## config.mk

```make
export PLATFORM = sky130hd
export DESIGN_NAME = retimer_int_and_load_ctrl
export DESIGN_NICKNAME = d
export VERILOG_FILES = /design/src/retimer_pkg.sv /design/src/load_ctrl_if.sv /design/src/retimer_int_and_load_ctrl.sv /design/src/eeprom_load_ctrl.sv
export SDC_FILE = /design/constraint.sdc
export NUM_CORES = 1
export LEC_CHECK = 0
export BUFFER_PORTS_ARGS = -buffer_cell sky130_fd_sc_hd__buf_4
export CORE_MARGIN = 2
export CORE_UTILIZATION = 56
export DETAILED_ROUTE_END_ITERATION = 12
export MAX_ROUTING_LAYER = met4
export PLACE_DENSITY = 0.81
export SYNTH_ARGS = -nofsm -noshare
export SYNTH_HDL_FRONTEND = slang
export SYNTH_HIERARCHICAL = 1
export SYNTH_SLANG_ARGS = --single-unit
```

## constraint.sdc

```tcl
create_clock -name clk_in -period 2.65 [get_ports clk_in]
set_clock_uncertainty 0.15 [all_clocks]
set_input_delay 0.1325 -clock clk_in [delete_from_list [all_inputs] [get_ports clk_in]]
set_output_delay 0.1325 -clock clk_in [all_outputs]
set_load 0.005 [all_outputs]
```

## src/retimer_pkg.sv

```systemverilog
// Purpose: Shared constants for the retimer interrupt and load control block
// Assumes: Byte-wide register port, four channels, one 100 MHz clock
// Notes:   Rule summary follows
// Operation
// - Master-mode reset bit restarts load control
// - Pin low in master mode fetches, flags done
// - Immediate-fetch write starts fetch at once
// - Done blocks refetch until master-mode reset
// - Disable bit blocks only a pending fetch
// - Channel soft reset restores defaults, self-clears
// - Override plus hold bit resets CDR machine
// - Release restarts lock with configured adapt mode; the block restarts only while signal detect is high
// - Lock loss and signal loss always interrupt
// - Enabled eye drop below threshold interrupts
// - Reading eye status register clears its bit
// - Any pending cause pulls open-drain line low
// - Cause register flags lock, signal; read clears
// - Shared field flags each interrupting channel
// - Line releases once all status is cleared
package retimer_pkg;
  // ----------------------------------------------------------------
  // Sizes
  // ----------------------------------------------------------------
  localparam int NUM_CH = 4;
  // ----------------------------------------------------------------
  // Register offsets
  // ----------------------------------------------------------------
  localparam logic [7:0] OFS_SOFT_RESET  = 8'h00;
  localparam logic [7:0] OFS_IRQ_CAUSE   = 8'h01;
  localparam logic [7:0] OFS_LOAD_CTRL   = 8'h04;
  localparam logic [7:0] OFS_IRQ_FLAGS   = 8'h05;
  localparam logic [7:0] OFS_CDR_OVR     = 8'h0a;
  localparam logic [7:0] OFS_EYE_STATUS  = 8'h30;
  localparam logic [7:0] OFS_ADAPT_MODE  = 8'h31;
  localparam logic [7:0] OFS_EYE_THRESH  = 8'h32;
  localparam logic [7:0] OFS_EYE_ENABLE  = 8'h36;
  localparam logic [7:0] OFS_CH_SELECT   = 8'hff;
  // ----------------------------------------------------------------
  // Field positions
  // ----------------------------------------------------------------
  localparam int BIT_CH_SOFT_RST = 2;
  localparam int BIT_LOSS_LOCK   = 4;
  localparam int BIT_LOSS_SIG    = 0;
  localparam int BIT_MM_RESET    = 5;
  localparam int BIT_IMM_FETCH   = 4;
  localparam int BIT_MM_DISABLE  = 7;
  localparam int BIT_LOAD_DONE   = 4;
  localparam int BIT_OVR_EN      = 3;
  localparam int BIT_OVR_HOLD    = 2;
  localparam int BIT_EYE_IRQ     = 4;
  localparam int BIT_EYE_EN      = 6;
  localparam int ADAPT_HI        = 6;
  localparam int ADAPT_LO        = 5;
  localparam int BIT_PAGE_EN     = 2;
  // ----------------------------------------------------------------
  // Reset values
  // ----------------------------------------------------------------
  localparam logic [7:0] RST_EYE_THRESH = 8'h00;
  localparam logic [1:0] RST_ADAPT_MODE = 2'h0;
  localparam logic [2:0] RST_CH_SELECT  = 3'h0;
  // ----------------------------------------------------------------
  // Load controller states
  // ----------------------------------------------------------------
  typedef enum logic [1:0] {LOAD_IDLE, LOAD_FETCH, LOAD_DONE} load_state_t;
endpackage

```

## src/load_ctrl_if.sv

```systemverilog
// Purpose: Carrier between register front end and EEPROM load controller
// Assumes: Single clock domain
// Notes:   Front end drives controls, load controller returns status
`timescale 1ns/10ps
interface load_ctrl_if;
  logic imm_go;     // One-cycle immediate fetch request
  logic mm_reset;   // Master-mode reset level
  logic mm_disable; // Master-mode disable level
  logic done;       // Fetch completed
  logic fetch_req;  // Fetch in progress, to EEPROM engine
  modport front (output imm_go, output mm_reset, output mm_disable,
                 input done, input fetch_req);
  modport load  (input imm_go, input mm_reset, input mm_disable,
                 output done, output fetch_req);
endinterface // load_ctrl_if

```

## src/retimer_int_and_load_ctrl.sv

```systemverilog
// Purpose: Register front end, per-channel interrupt status and resets
// Assumes: One-cycle register strobes from the serial slave, inputs synchronous
// Notes:   Read data is valid one cycle after the read strobe
`timescale 1ns/10ps
module retimer_int_and_load_ctrl
  import retimer_pkg::*;
(
  input  wire logic        clk_in,           // Core clock, 100 MHz
  input  wire logic        srst_in,          // Synchronous reset, active high
  input  wire logic        bus_role_strap_in,// 1 selects slave mode
  input  wire logic        load_req_n_in,    // Load request pin, active low
  input  wire logic        fetch_done_in,    // Fetch engine completion pulse
  input  wire logic [7:0]  reg_addr_in,      // Register offset
  input  wire logic        reg_wr_in,        // Write strobe
  input  wire logic        reg_rd_in,        // Read strobe
  input  wire logic [7:0]  reg_wdata_in,     // Write data
  input  wire logic [3:0]  lock_in,          // CDR lock per channel
  input  wire logic [3:0]  sig_det_in,       // Signal detect per channel
  input  wire logic [31:0] horizontal_eye_opening_in, // Byte per channel
  input  wire logic [31:0] vertical_eye_opening_in,   // Byte per channel
  output logic      [7:0]  reg_rdata_out,    // Read data
  output logic             fetch_req_out,    // Fetch in progress
  output logic             int_n_out,        // Open-drain data, always low
  output logic             int_n_oe_out,     // High while pulling line low
  output logic      [3:0]  ch_reset_out,     // Channel defaults restored pulse
  output logic      [3:0]  cdr_hold_out,     // CDR machine held in reset
  output logic      [3:0]  cdr_restart_out,  // Lock acquisition restart pulse
  output logic      [7:0]  adapt_mode_out    // Two bits per channel
);
  // ----------------------------------------------------------------
  // Shared state
  // ----------------------------------------------------------------
  logic [2:0]        sel_reg;        // Page enable and channel number
  logic              mm_reset_reg;   // Master-mode reset, held by host
  logic              mm_disable_reg; // Master-mode disable
  logic              strap_seen_reg; // Strap captured after release
  logic              master_reg;     // Captured bus role, 1 for master
  logic              imm_go_reg;     // Immediate fetch strobe
  logic [7:0]        rdata_reg;      // Registered read data
  logic              int_oe_reg;     // Registered interrupt drive
  logic [NUM_CH-1:0] pend;           // Per-channel pending status
  logic [7:0]        ch_rdata [NUM_CH]; // Per-channel read mux
  logic              page_ch;        // Channel page selected
  logic [1:0]        cur_ch;         // Selected channel
  logic              sh_wr;          // Write to shared page
  load_ctrl_if       lc ();          // Load controller carrier

  assign page_ch = sel_reg[BIT_PAGE_EN];
  assign cur_ch  = sel_reg[1:0];
  assign sh_wr   = reg_wr_in && !page_ch;

  // ----------------------------------------------------------------
  // Strap capture
  // ----------------------------------------------------------------
  // Caught on the first edge after release, never under reset
  always_ff @(posedge clk_in) begin
    if (srst_in) begin
      strap_seen_reg <= 1'b0;
      master_reg     <= 1'b0;
    end else if (!strap_seen_reg) begin
      strap_seen_reg <= 1'b1;
      master_reg     <= ~bus_role_strap_in;
    end
  end

  // ----------------------------------------------------------------
  // Channel select register
  // ----------------------------------------------------------------
  // Written from either page so the host can always leave a page
  always_ff @(posedge clk_in) begin
    if (srst_in) begin
      sel_reg <= RST_CH_SELECT;
    end else if (reg_wr_in && reg_addr_in == OFS_CH_SELECT) begin
      sel_reg <= reg_wdata_in[2:0];
    end
  end

  // ----------------------------------------------------------------
  // Shared load control bits
  // ----------------------------------------------------------------
  // Reset bit is level and not self-clearing; host must drop it
  always_ff @(posedge clk_in) begin
    if (srst_in) begin
      mm_reset_reg <= 1'b0;
    end else if (sh_wr && reg_addr_in == OFS_LOAD_CTRL) begin
      mm_reset_reg <= reg_wdata_in[BIT_MM_RESET];
    end
  end

  // Immediate fetch is a strobe; the bit reads back as zero
  always_ff @(posedge clk_in) begin
    if (srst_in) begin
      imm_go_reg <= 1'b0;
    end else begin
      imm_go_reg <= sh_wr && reg_addr_in == OFS_LOAD_CTRL && reg_wdata_in[BIT_IMM_FETCH];
    end
  end

  // Disable only matters while the sequencer idles
  always_ff @(posedge clk_in) begin
    if (srst_in) begin
      mm_disable_reg <= 1'b0;
    end else if (sh_wr && reg_addr_in == OFS_IRQ_FLAGS) begin
      mm_disable_reg <= reg_wdata_in[BIT_MM_DISABLE];
    end
  end

  assign lc.imm_go     = imm_go_reg;
  assign lc.mm_reset   = mm_reset_reg;
  assign lc.mm_disable = mm_disable_reg;

  // ----------------------------------------------------------------
  // Load sequencer
  // ----------------------------------------------------------------
  eeprom_load_ctrl u_load (
    .clk_in         (clk_in),
    .srst_in        (srst_in),
    .master_mode_in (master_reg),
    .load_req_n_in  (load_req_n_in),
    .fetch_done_in  (fetch_done_in),
    .lc             (lc.load)
  );

  // Request follows the sequencer state one cycle late
  always_ff @(posedge clk_in) begin
    if (srst_in) begin
      fetch_req_out <= 1'b0;
    end else begin
      fetch_req_out <= lc.fetch_req && !mm_reset_reg;
    end
  end

  // ----------------------------------------------------------------
  // Per-channel logic
  // ----------------------------------------------------------------
  genvar i;
  generate
    for (i = 0; i < NUM_CH; i++) begin : g_ch
      logic       hit;        // This channel selected
      logic       wr;         // Write to this channel
      logic       rd;         // Read from this channel
      logic       soft_rst;   // Restore defaults this cycle
      logic       lol_set;    // Lock lost event
      logic       los_set;    // Signal lost event
      logic       below;      // Eye under threshold
      logic       eye_set;    // Eye drop event
      logic [7:0] horizontal_eye_opening;        // Horizontal opening
      logic [7:0] vertical_eye_opening;        // Vertical opening
      logic       lock_q;     // Previous lock
      logic       sig_q;      // Previous signal detect
      logic       below_q;    // Previous eye comparison
      logic       lol_reg;    // Cause bit, lock loss
      logic       los_reg;    // Cause bit, signal loss
      logic       eye_reg;    // Eye status bit
      logic [1:0] ovr_reg;    // Override enable and hold
      logic [1:0] adapt_reg;  // Adapt mode
      logic [7:0] thr_reg;    // Eye threshold
      logic       eye_en_reg; // Eye interrupt enable
      logic       hold_q;     // Previous hold for release detect

      assign hit = page_ch && cur_ch == 2'(i);
      assign wr  = reg_wr_in && hit;
      assign rd  = reg_rd_in && hit;
      assign horizontal_eye_opening = horizontal_eye_opening_in[8*i +: 8];
      assign vertical_eye_opening = vertical_eye_opening_in[8*i +: 8];
      assign soft_rst = wr && reg_addr_in == OFS_SOFT_RESET && reg_wdata_in[BIT_CH_SOFT_RST];

      // Edge detection history, so a stuck fault is one event
      always_ff @(posedge clk_in) begin
        if (srst_in) begin
          lock_q  <= 1'b0;
          sig_q   <= 1'b0;
          below_q <= 1'b0;
        end else begin
          lock_q  <= lock_in[i];
          sig_q   <= sig_det_in[i];
          below_q <= below;
        end
      end

      assign lol_set = lock_q && !lock_in[i];
      assign los_set = sig_q && !sig_det_in[i];
      assign below   = (horizontal_eye_opening < thr_reg) || (vertical_eye_opening < thr_reg);
      assign eye_set = eye_en_reg && below && !below_q;

      // Cause bits; a new event beats a read in the same cycle
      always_ff @(posedge clk_in) begin
        if (srst_in || soft_rst) begin
          lol_reg <= 1'b0;
          los_reg <= 1'b0;
        end else begin
          lol_reg <= lol_set || (lol_reg && !(rd && reg_addr_in == OFS_IRQ_CAUSE));
          los_reg <= los_set || (los_reg && !(rd && reg_addr_in == OFS_IRQ_CAUSE));
        end
      end

      // Eye status bit, same set-wins policy
      always_ff @(posedge clk_in) begin
        if (srst_in || soft_rst) begin
          eye_reg <= 1'b0;
        end else begin
          eye_reg <= eye_set || (eye_reg && !(rd && reg_addr_in == OFS_EYE_STATUS));
        end
      end

      // Configuration registers of the channel
      always_ff @(posedge clk_in) begin
        if (srst_in || soft_rst) begin
          ovr_reg    <= 2'h0;
          adapt_reg  <= RST_ADAPT_MODE;
          thr_reg    <= RST_EYE_THRESH;
          eye_en_reg <= 1'b0;
        end else if (wr) begin
          case (reg_addr_in)
            OFS_CDR_OVR:    ovr_reg    <= {reg_wdata_in[BIT_OVR_EN], reg_wdata_in[BIT_OVR_HOLD]};
            OFS_ADAPT_MODE: adapt_reg  <= reg_wdata_in[ADAPT_HI:ADAPT_LO];
            OFS_EYE_THRESH: thr_reg    <= reg_wdata_in;
            OFS_EYE_ENABLE: eye_en_reg <= reg_wdata_in[BIT_EYE_EN];
            default:        ovr_reg    <= ovr_reg;
          endcase
        end
      end

      // CDR hold and restart; restart needs a signal to lock onto
      always_ff @(posedge clk_in) begin
        if (srst_in) begin
          hold_q             <= 1'b0;
          cdr_hold_out[i]    <= 1'b0;
          cdr_restart_out[i] <= 1'b0;
          ch_reset_out[i]    <= 1'b0;
        end else begin
          hold_q             <= ovr_reg[1] && ovr_reg[0];
          cdr_hold_out[i]    <= ovr_reg[1] && ovr_reg[0];
          cdr_restart_out[i] <= hold_q && !(ovr_reg[1] && ovr_reg[0]) && sig_det_in[i];
          ch_reset_out[i]    <= soft_rst;
        end
      end

      // Adapt mode forwarded for the adaptation engine
      always_ff @(posedge clk_in) begin
        if (srst_in) begin
          adapt_mode_out[2*i +: 2] <= RST_ADAPT_MODE;
        end else begin
          adapt_mode_out[2*i +: 2] <= adapt_reg;
        end
      end

      assign pend[i] = lol_reg || los_reg || eye_reg;

      // Read view of this channel; soft reset bit reads zero
      always_comb begin
        ch_rdata[i] = 8'h00;
        case (reg_addr_in)
          OFS_IRQ_CAUSE: begin
            ch_rdata[i][BIT_LOSS_LOCK] = lol_reg;
            ch_rdata[i][BIT_LOSS_SIG]  = los_reg;
          end
          OFS_CDR_OVR: begin
            ch_rdata[i][BIT_OVR_EN]   = ovr_reg[1];
            ch_rdata[i][BIT_OVR_HOLD] = ovr_reg[0];
          end
          OFS_EYE_STATUS: ch_rdata[i][BIT_EYE_IRQ] = eye_reg;
          OFS_ADAPT_MODE: ch_rdata[i][ADAPT_HI:ADAPT_LO] = adapt_reg;
          OFS_EYE_THRESH: ch_rdata[i] = thr_reg;
          OFS_EYE_ENABLE: ch_rdata[i][BIT_EYE_EN] = eye_en_reg;
          default:        ch_rdata[i] = 8'h00;
        endcase
      end
    end
  endgenerate

  // ----------------------------------------------------------------
  // Read data
  // ----------------------------------------------------------------
  // Unmapped offsets read zero
  always_ff @(posedge clk_in) begin
    if (srst_in) begin
      rdata_reg <= 8'h00;
    end else if (reg_rd_in) begin
      if (reg_addr_in == OFS_CH_SELECT) begin
        rdata_reg <= {5'h00, sel_reg};
      end else if (page_ch) begin
        rdata_reg <= ch_rdata[cur_ch];
      end else if (reg_addr_in == OFS_LOAD_CTRL) begin
        rdata_reg <= {2'h0, mm_reset_reg, 5'h00};
      end else if (reg_addr_in == OFS_IRQ_FLAGS) begin
        rdata_reg <= {mm_disable_reg, 2'h0, lc.done, pend};
      end else begin
        rdata_reg <= 8'h00;
      end
    end
  end

  assign reg_rdata_out = rdata_reg;

  // ----------------------------------------------------------------
  // Interrupt pin
  // ----------------------------------------------------------------
  // Data is constant low so only the enable moves; wire-AND safe
  always_ff @(posedge clk_in) begin
    if (srst_in) begin
      int_oe_reg <= 1'b0;
      int_n_out  <= 1'b0;
    end else begin
      int_oe_reg <= |pend;
      int_n_out  <= 1'b0;
    end
  end

  assign int_n_oe_out = int_oe_reg;
endmodule // retimer_int_and_load_ctrl

```

## src/eeprom_load_ctrl.sv

```systemverilog
// Purpose: Sequencing of configuration fetches from the external EEPROM
// Assumes: Strap and request pin synchronous to clk_in
// Notes:   The fetch engine itself lives outside and reports completion
`timescale 1ns/10ps
module eeprom_load_ctrl
  import retimer_pkg::*;
(
  input  wire logic clk_in,          // Core clock
  input  wire logic srst_in,         // Synchronous reset
  input  wire logic master_mode_in,  // Captured strap, 1 for master mode
  input  wire logic load_req_n_in,   // Load request pin, active low
  input  wire logic fetch_done_in,   // Completion from fetch engine
  load_ctrl_if.load lc               // Controls and status
);
  // ----------------------------------------------------------------
  // State
  // ----------------------------------------------------------------
  load_state_t state_reg;  // Load sequencer state

  // Sequencer; outputs decoded from the state flop
  always_ff @(posedge clk_in) begin
    if (srst_in) begin
      state_reg <= LOAD_IDLE;
    end else if (lc.mm_reset) begin
      state_reg <= LOAD_IDLE;
    end else begin
      case (state_reg)
        LOAD_IDLE: begin
          if (lc.imm_go) begin
            state_reg <= LOAD_FETCH;
          end else if (master_mode_in && !lc.mm_disable && !load_req_n_in) begin
            state_reg <= LOAD_FETCH;
          end
        end
        LOAD_FETCH: begin
          // Disable and new requests are ignored mid-fetch
          if (fetch_done_in) begin
            state_reg <= LOAD_DONE;
          end
        end
        LOAD_DONE: state_reg <= LOAD_DONE;
        default:   state_reg <= LOAD_IDLE;
      endcase
    end
  end

  assign lc.done      = (state_reg == LOAD_DONE);
  assign lc.fetch_req = (state_reg == LOAD_FETCH);
endmodule // eeprom_load_ctrl

```

## After elaboration in Yosys (flattened, before gate mapping)

Index checks and enable logic that the tools add are counted.

| word-level totals | value |
|---|---|
| register bits | 116 |
| bits of input ports | 95 |
| logic and storage cells | 287 |

| operators by class | value |
|---|---|
| reduce and logical (&&, ||, !) cells | 154 |
| bitwise operators | 2 |
| mux-type cells | 40 |
| eq/ne operators | 16 |
| order comparisons | 9 |

Operators by type and width:

| kind | count |
|---|---|
| 1-bit logical AND | 76 |
| 8-bit less-than comparator | 8 |
| 8-bit two-way mux | 6 |
| 2-bit AND reduction | 17 |
| 8-bit by 6-bit equality test with 1-bit output, second input constant | 4 |
| 1-bit logical NOT | 28 |
| 1-bit logical OR | 28 |
| 1-bit one-hot mux with 3 select lines | 8 |
| 8-bit binary-select mux with 2-bit select | 1 |
| 8-bit by 3-bit equality test with 1-bit output, second input constant | 2 |
| 1-bit one-hot mux with 2 select lines | 8 |
| 2-bit one-hot mux with 2 select lines | 4 |
| 1-bit two-way mux | 9 |
| 8-bit by 1-bit equality test with 1-bit output, second input constant | 1 |
| 8-bit by 4-bit equality test with 1-bit output, second input constant | 1 |
| 8-bit equality test, second input constant | 1 |
| 8-bit logical NOT | 1 |
| 2-bit equality test, second input constant | 3 |
| 2-bit two-way mux | 3 |
| 2-bit one-hot mux with 3 select lines | 1 |
| 2-bit by 1-bit equality test with 1-bit output, second input constant | 2 |
| 2-bit logical NOT | 2 |
| 4-bit OR reduction | 1 |
| 3-bit greater-or-equal comparator, second input constant | 1 |
| 5 further kinds | 5 |

## Longest topological paths before layout

| logic depth | value |
|---|---|
| depth in word-level cells | 7 |
| gate-level depth with buffers | 9 |

## By module

Netlist, hierarchy kept.

By module, submodules not included:

| module | instances | area each (um^2) | sequential area each (um^2) | cells each |
|---|---|---|---|---|
| retimer_int_and_load_ctrl | 1 | 6276.0 | 2282.2 | 740 |
| eeprom_load_ctrl | 1 | 168.9 | 40.0 | 19 |

## Worst setup path before layout

No wires, ideal clock.

| timing path | value |
|---|---|
| path kind | input-to-reg |
| start | input port reg_addr_in[2] |
| end | register g_ch[2].eye_reg |
| stages | 8 |
| path buffers | 4 |
| path slack | 644 ps |
| arrival | 1728 ps |
| path through | buf_6 -> or2_2 -> buf_6 -> or4_4 -> buf_6 -> o21ai_4 -> buf_6 -> a21oi_1 |

| on the way | value |
|---|---|
| longest elaborated chain between the ends | 5 |

RTL lines:

| element | RTL line | source |
|---|---|---|
| start, declared | retimer_int_and_load_ctrl.sv:13 | `input wire logic [7:0] reg_addr_in,` |
| 8-bit by 6-bit equality test with 1-bit output | retimer_int_and_load_ctrl.sv:202 | `eye_reg <= eye_set \|\| (eye_reg && !(rd && reg_addr_in == OFS_EYE_STATUS));` |
| 1-bit logical AND | retimer_int_and_load_ctrl.sv:202 |  |
| 1-bit logical NOT | retimer_int_and_load_ctrl.sv:202 |  |
| 1-bit logical AND | retimer_int_and_load_ctrl.sv:202 |  |
| 1-bit logical OR | retimer_int_and_load_ctrl.sv:202 |  |
| end signal, assigned | retimer_int_and_load_ctrl.sv:202 |  |
| end, declared | retimer_int_and_load_ctrl.sv:154 | `logic eye_reg;` |

Several ways; a longest one is shown, not always the timed one.
A chain may end at the register's enable or synchronous reset.

## Worst setup path in the final report

| timing path | value |
|---|---|
| start | input port reg_addr_in[0] |
| end | register rdata_reg[6], in the netlist reg_rdata_out[6] |

| on the way | value |
|---|---|
| longest elaborated chain between the ends | 7 |

RTL lines:

| element | RTL line | source |
|---|---|---|
| 8-bit by 6-bit equality test with 1-bit output | retimer_int_and_load_ctrl.sv:253 | `case (reg_addr_in)` |
| 1-bit one-hot mux with 3 select lines | retimer_int_and_load_ctrl.sv:253 |  |
| 8-bit binary-select mux with 2-bit select | retimer_int_and_load_ctrl.sv:283 | `rdata_reg <= ch_rdata[cur_ch];` |
| 8-bit two-way mux (implied by the code) (2 in a row) | retimer_int_and_load_ctrl.sv:283 |  |
| 8-bit two-way mux | retimer_int_and_load_ctrl.sv:282 | `end else if (page_ch) begin` |
| 8-bit two-way mux * | retimer_int_and_load_ctrl.sv:280 | `if (reg_addr_in == OFS_CH_SELECT) begin` |
| end signal, assigned | retimer_int_and_load_ctrl.sv:281 | `rdata_reg <= {5'h00, sel_reg};` |
| end signal, assigned | retimer_int_and_load_ctrl.sv:283 |  |
| end signal, assigned | retimer_int_and_load_ctrl.sv:285 | `rdata_reg <= {2'h0, mm_reset_reg, 5'h00};` |
| end, declared | retimer_int_and_load_ctrl.sv:39 | `logic [7:0] rdata_reg;` |

Mark *: on every way between the ends. The rest lies on a longest branch, timed or not. The select of a mux whose other input is x is not followed.

==> flow_metrics.py <==
metrics = {
    "detailed_routing": {
        "drtIter0Drc": 524,
        "ant_nets": 0,
        "drt_wl_total_um": 20900,
        "detail_route.wl_per_cell_um": 19.9,
        "viasPerCell": 6.11,
        "dr.pass1.iters": 5,
        "vias": 6431,
        "drc_errors": 0,
    },
    "clock_tree": {
        "cts_setup_buffers": 0,
        "clock_sinks": 116,
        "clk_pin_slew_ps": 50,
        "numCtsBuffers": 17,
        "cts_tree": "done",
        "root_buffer": "clkbuf_16",
        "clkLatencyLatePin_ps": 410,
        "cts_buffer_depth": 2,
        "htreeDepth": 4,
    },
    "worst_setup_path": {
        "cp-start-kind": "primary input",
        "cp_max_fo": 9,
        "r2r_cells": 6,
        "cp-end-kind": "flop",
        "timing.critical_path.arrival_ps": 2670,
        "critical_path_class": "in -> reg",
        "required_ps": 2800,
    },
    "synthesis": {
        "syn_area_per_cell_um2": 8.49,
        "synth_seq_cells": 116,
        "synthesis.area_mm2": 0.00644,
        "netlist.area_leader.share_pct": 36.0,
        "synthArstFlopShare_pct": 0,
        "synth_nets": 914,
        "synth_warnings": 6,
        "syn_inst": 759,
        "synthTopCellsByArea": "dfxtp_1, ha_1, a21oi_1, nand2_1, nand3_1",
        "synth_top_cell_by_area": "dfxtp_1",
        "synth_edf_count": 0,
        "seq_area_frac_synth_pct": 36.0,
        "ys.flop_type": "dfxtp_1",
        "yosysUniqueCellTypes": 68,
    },
    "grt": {
        "grt_remaining_overflow": 0,
        "track_usage_pct": 35.6,
        "antenna_found_initial": 0,
        "grt_max_degree": 47,
        "grt_pass1_wl_um": 34200,
        "grt_pass1_vias": 6580,
    },
    "min_path": {
        "hold_class": "in -> reg",
        "hold_depth": 4,
    },
    "die": {
        "chipWidth_um": 111,
        "start_util_pct": 56.9,
        "die_h_um": 111,
        "num_io_pins": 126,
        "die_area_mm2": 0.0124,
        "row_count": 39,
        "core_area_mm2": 0.0113,
    },
    "sta": {
        "tightest_slew_ps": 746,
        "finalSetupTns_ps": 0,
        "finalHoldViolations": 0,
        "period_needed_ps": 2530,
        "finalCritPeriodShare_pct": 95.3,
        "slew_violations": 0,
        "setup_viol": 0,
        "rsz0062_at_grt": "no",
        "slew_headroom_pct": 49.6,
        "max_freq_mhz": 396,
    },
    "job": {
        "maxCapViolations": 0,
    },
    "cells_and_area": {
        "drive_gt1_share_pct": 21.8,
        "fin_nets": 1051,
        "seq_area_mm2": 0.00232,
        "fin_area_mm2": 0.00820,
        "layout.cells.non_filler": 1052,
        "diodes": 0,
        "num-fill-cells": 890,
        "area_growth_pct": 27.2,
        "multi_input_area_mm2": 0.00370,
        "largest_register_ffs": 32,
    },
    "placement": {
        "place_area_mm2": 0.00743,
        "dp_cells": 999,
        "port_buffers": 124,
        "dp_hpwl_um": 15600,
        "gp_congestion": 1.08,
    },
    "pwr": {
        "power.total_uw": 4410,
        "p_leak_uw": 0.00320,
        "peakVddDrop_mv": 0.467,
        "power_density_mw_per_mm2": 538,
    },
    "outcome": {
        "status": "complete, no violations",
    },
}
## power breakdown
group	switching (uW)	internal, uW
Sequential	20.9	1780
Clock	874	1250
Combinational	238	243
## path summary, 6_finish.rpt
path / slack, ps / startpoint / endpoint
worst max-delay path: 120 / reg_addr_in[0] / reg_rdata_out[6]
worst min-delay path: 30 / reg_addr_in[7] / reg_rdata_out[2]
worst max register to register: 350 / g_ch[0].thr_reg[6] / g_ch[0].eye_reg
worst min register to register: 310 / g_ch[1].thr_reg[4] / g_ch[1].thr_reg[4]
## worst max-delay path: stages
cell and delay [ps]:
dlygate4sd3_1 540, buf_4 150, or3_1 490, or3_1 630
o22ai_1 290, o22ai_1 150, o21ai_0 290
## through the flow
step | setup slack (ps) | hold slack (ps) | utilization (%)
after detailed placement | 325 | 218 | 65.7
after global routing | 32.4 | 58.4 | 72.4
after floorplan | 644 | 111 | -
after CTS | 178 | 7.82 | 72.4
after global placement | 379 | 205 | 65.7
final | 124 | 31.6 | 72.4
## timing repair
item                      4_1_cts  5_1_grt
hold buffers                   21        0
hold endpoints to repair       81        0
resized for setup               0        0
## kinds of logic (layout without fill, tap and decap cells)
logic type	count (synthesis)	count (layout)	share of synthesized area [%]
multiplexers	22	22	4.21
other	1	1	0.0582
AO/OA/AOI/OAI	176	176	18.4
buffers and inverters	87	237	6.52
AND/OR/NAND/NOR	297	297	23.1
flip-flops	116	116	36.0
adder cells (fa/ha/maj)	60	60	11.6
## cell usage after synthesis (3+ instances only)
library cell and instances:
nand2b_1 16, nor2_2 3, or4_1 4, or2_2 3
nor3b_1 5, o311ai_0 4, a211oi_1 6, or3_1 4
o21ai_0 19, buf_2 9, a211o_1 4, o21a_1 8
mux4_2 4, buf_6 8, a22oi_1 4, a221oi_1 7
a21o_1 12, mux2i_1 17, and3_1 5, ha_1 60
buf_1 4, dfxtp_1 116, clkbuf_1 20, nand2_1 86
inv_1 39, nor4_1 3, buf_4 6, nor2b_1 27
nor2_1 47, o22ai_1 5, nor3_1 21, o21ai_4 4
a21oi_1 71, a31oi_1 6, a2111o_1 4, o221ai_1 4
nand3_1 58
## final cells by class
class	count	share of cell area [%]
inverters	40	1.83
flip-flops and latches	116	28.3
clock inverters	13	1.22
repair buffers	165	15.8
multi-input cells	556	45.2
clock buffers	19	5.53
well taps	143	2.18
## placed cells by master (no fill, tap or decap), types with 3 or more instances in the layout
master         count
a2111o_1           4
a211o_1            4
a211oi_1           6
a21o_1            12
a21oi_1           71
a221oi_1           7
a22oi_1            4
a31oi_1            6
and3_1             5
buf_4            144
clkbuf_16         17
clkinvlp_4         5
dfxtp_1          116
dlygate4sd3_1     21
ha_1              60
inv_1             39
inv_6              4
mux2i_1           17
mux4_2             4
nand2_1           86
nand2b_1          16
nand3_1           58
nor2_1            47
nor2_2             3
nor2b_1           27
nor3_1            21
nor3b_1            5
nor4_1             3
o21a_1             8
o21ai_0           19
o21ai_4            4
o221ai_1           4
o22ai_1            5
o311ai_0           4
or2_2              3
or3_1              4
or4_1              4
## metal layers
metal,global-route usage [%],part of all wire (%),vias up,wire length (um)
met5,-,0,-,0
met2,57.5,48,389,9930
met3,6.01,9.5,74,1980
met4,15.9,4.2,0,869
met1,43.9,39,2976,8120
li1,-,-,2992,-
Note: power is estimated with default switching activity, not from simulation.
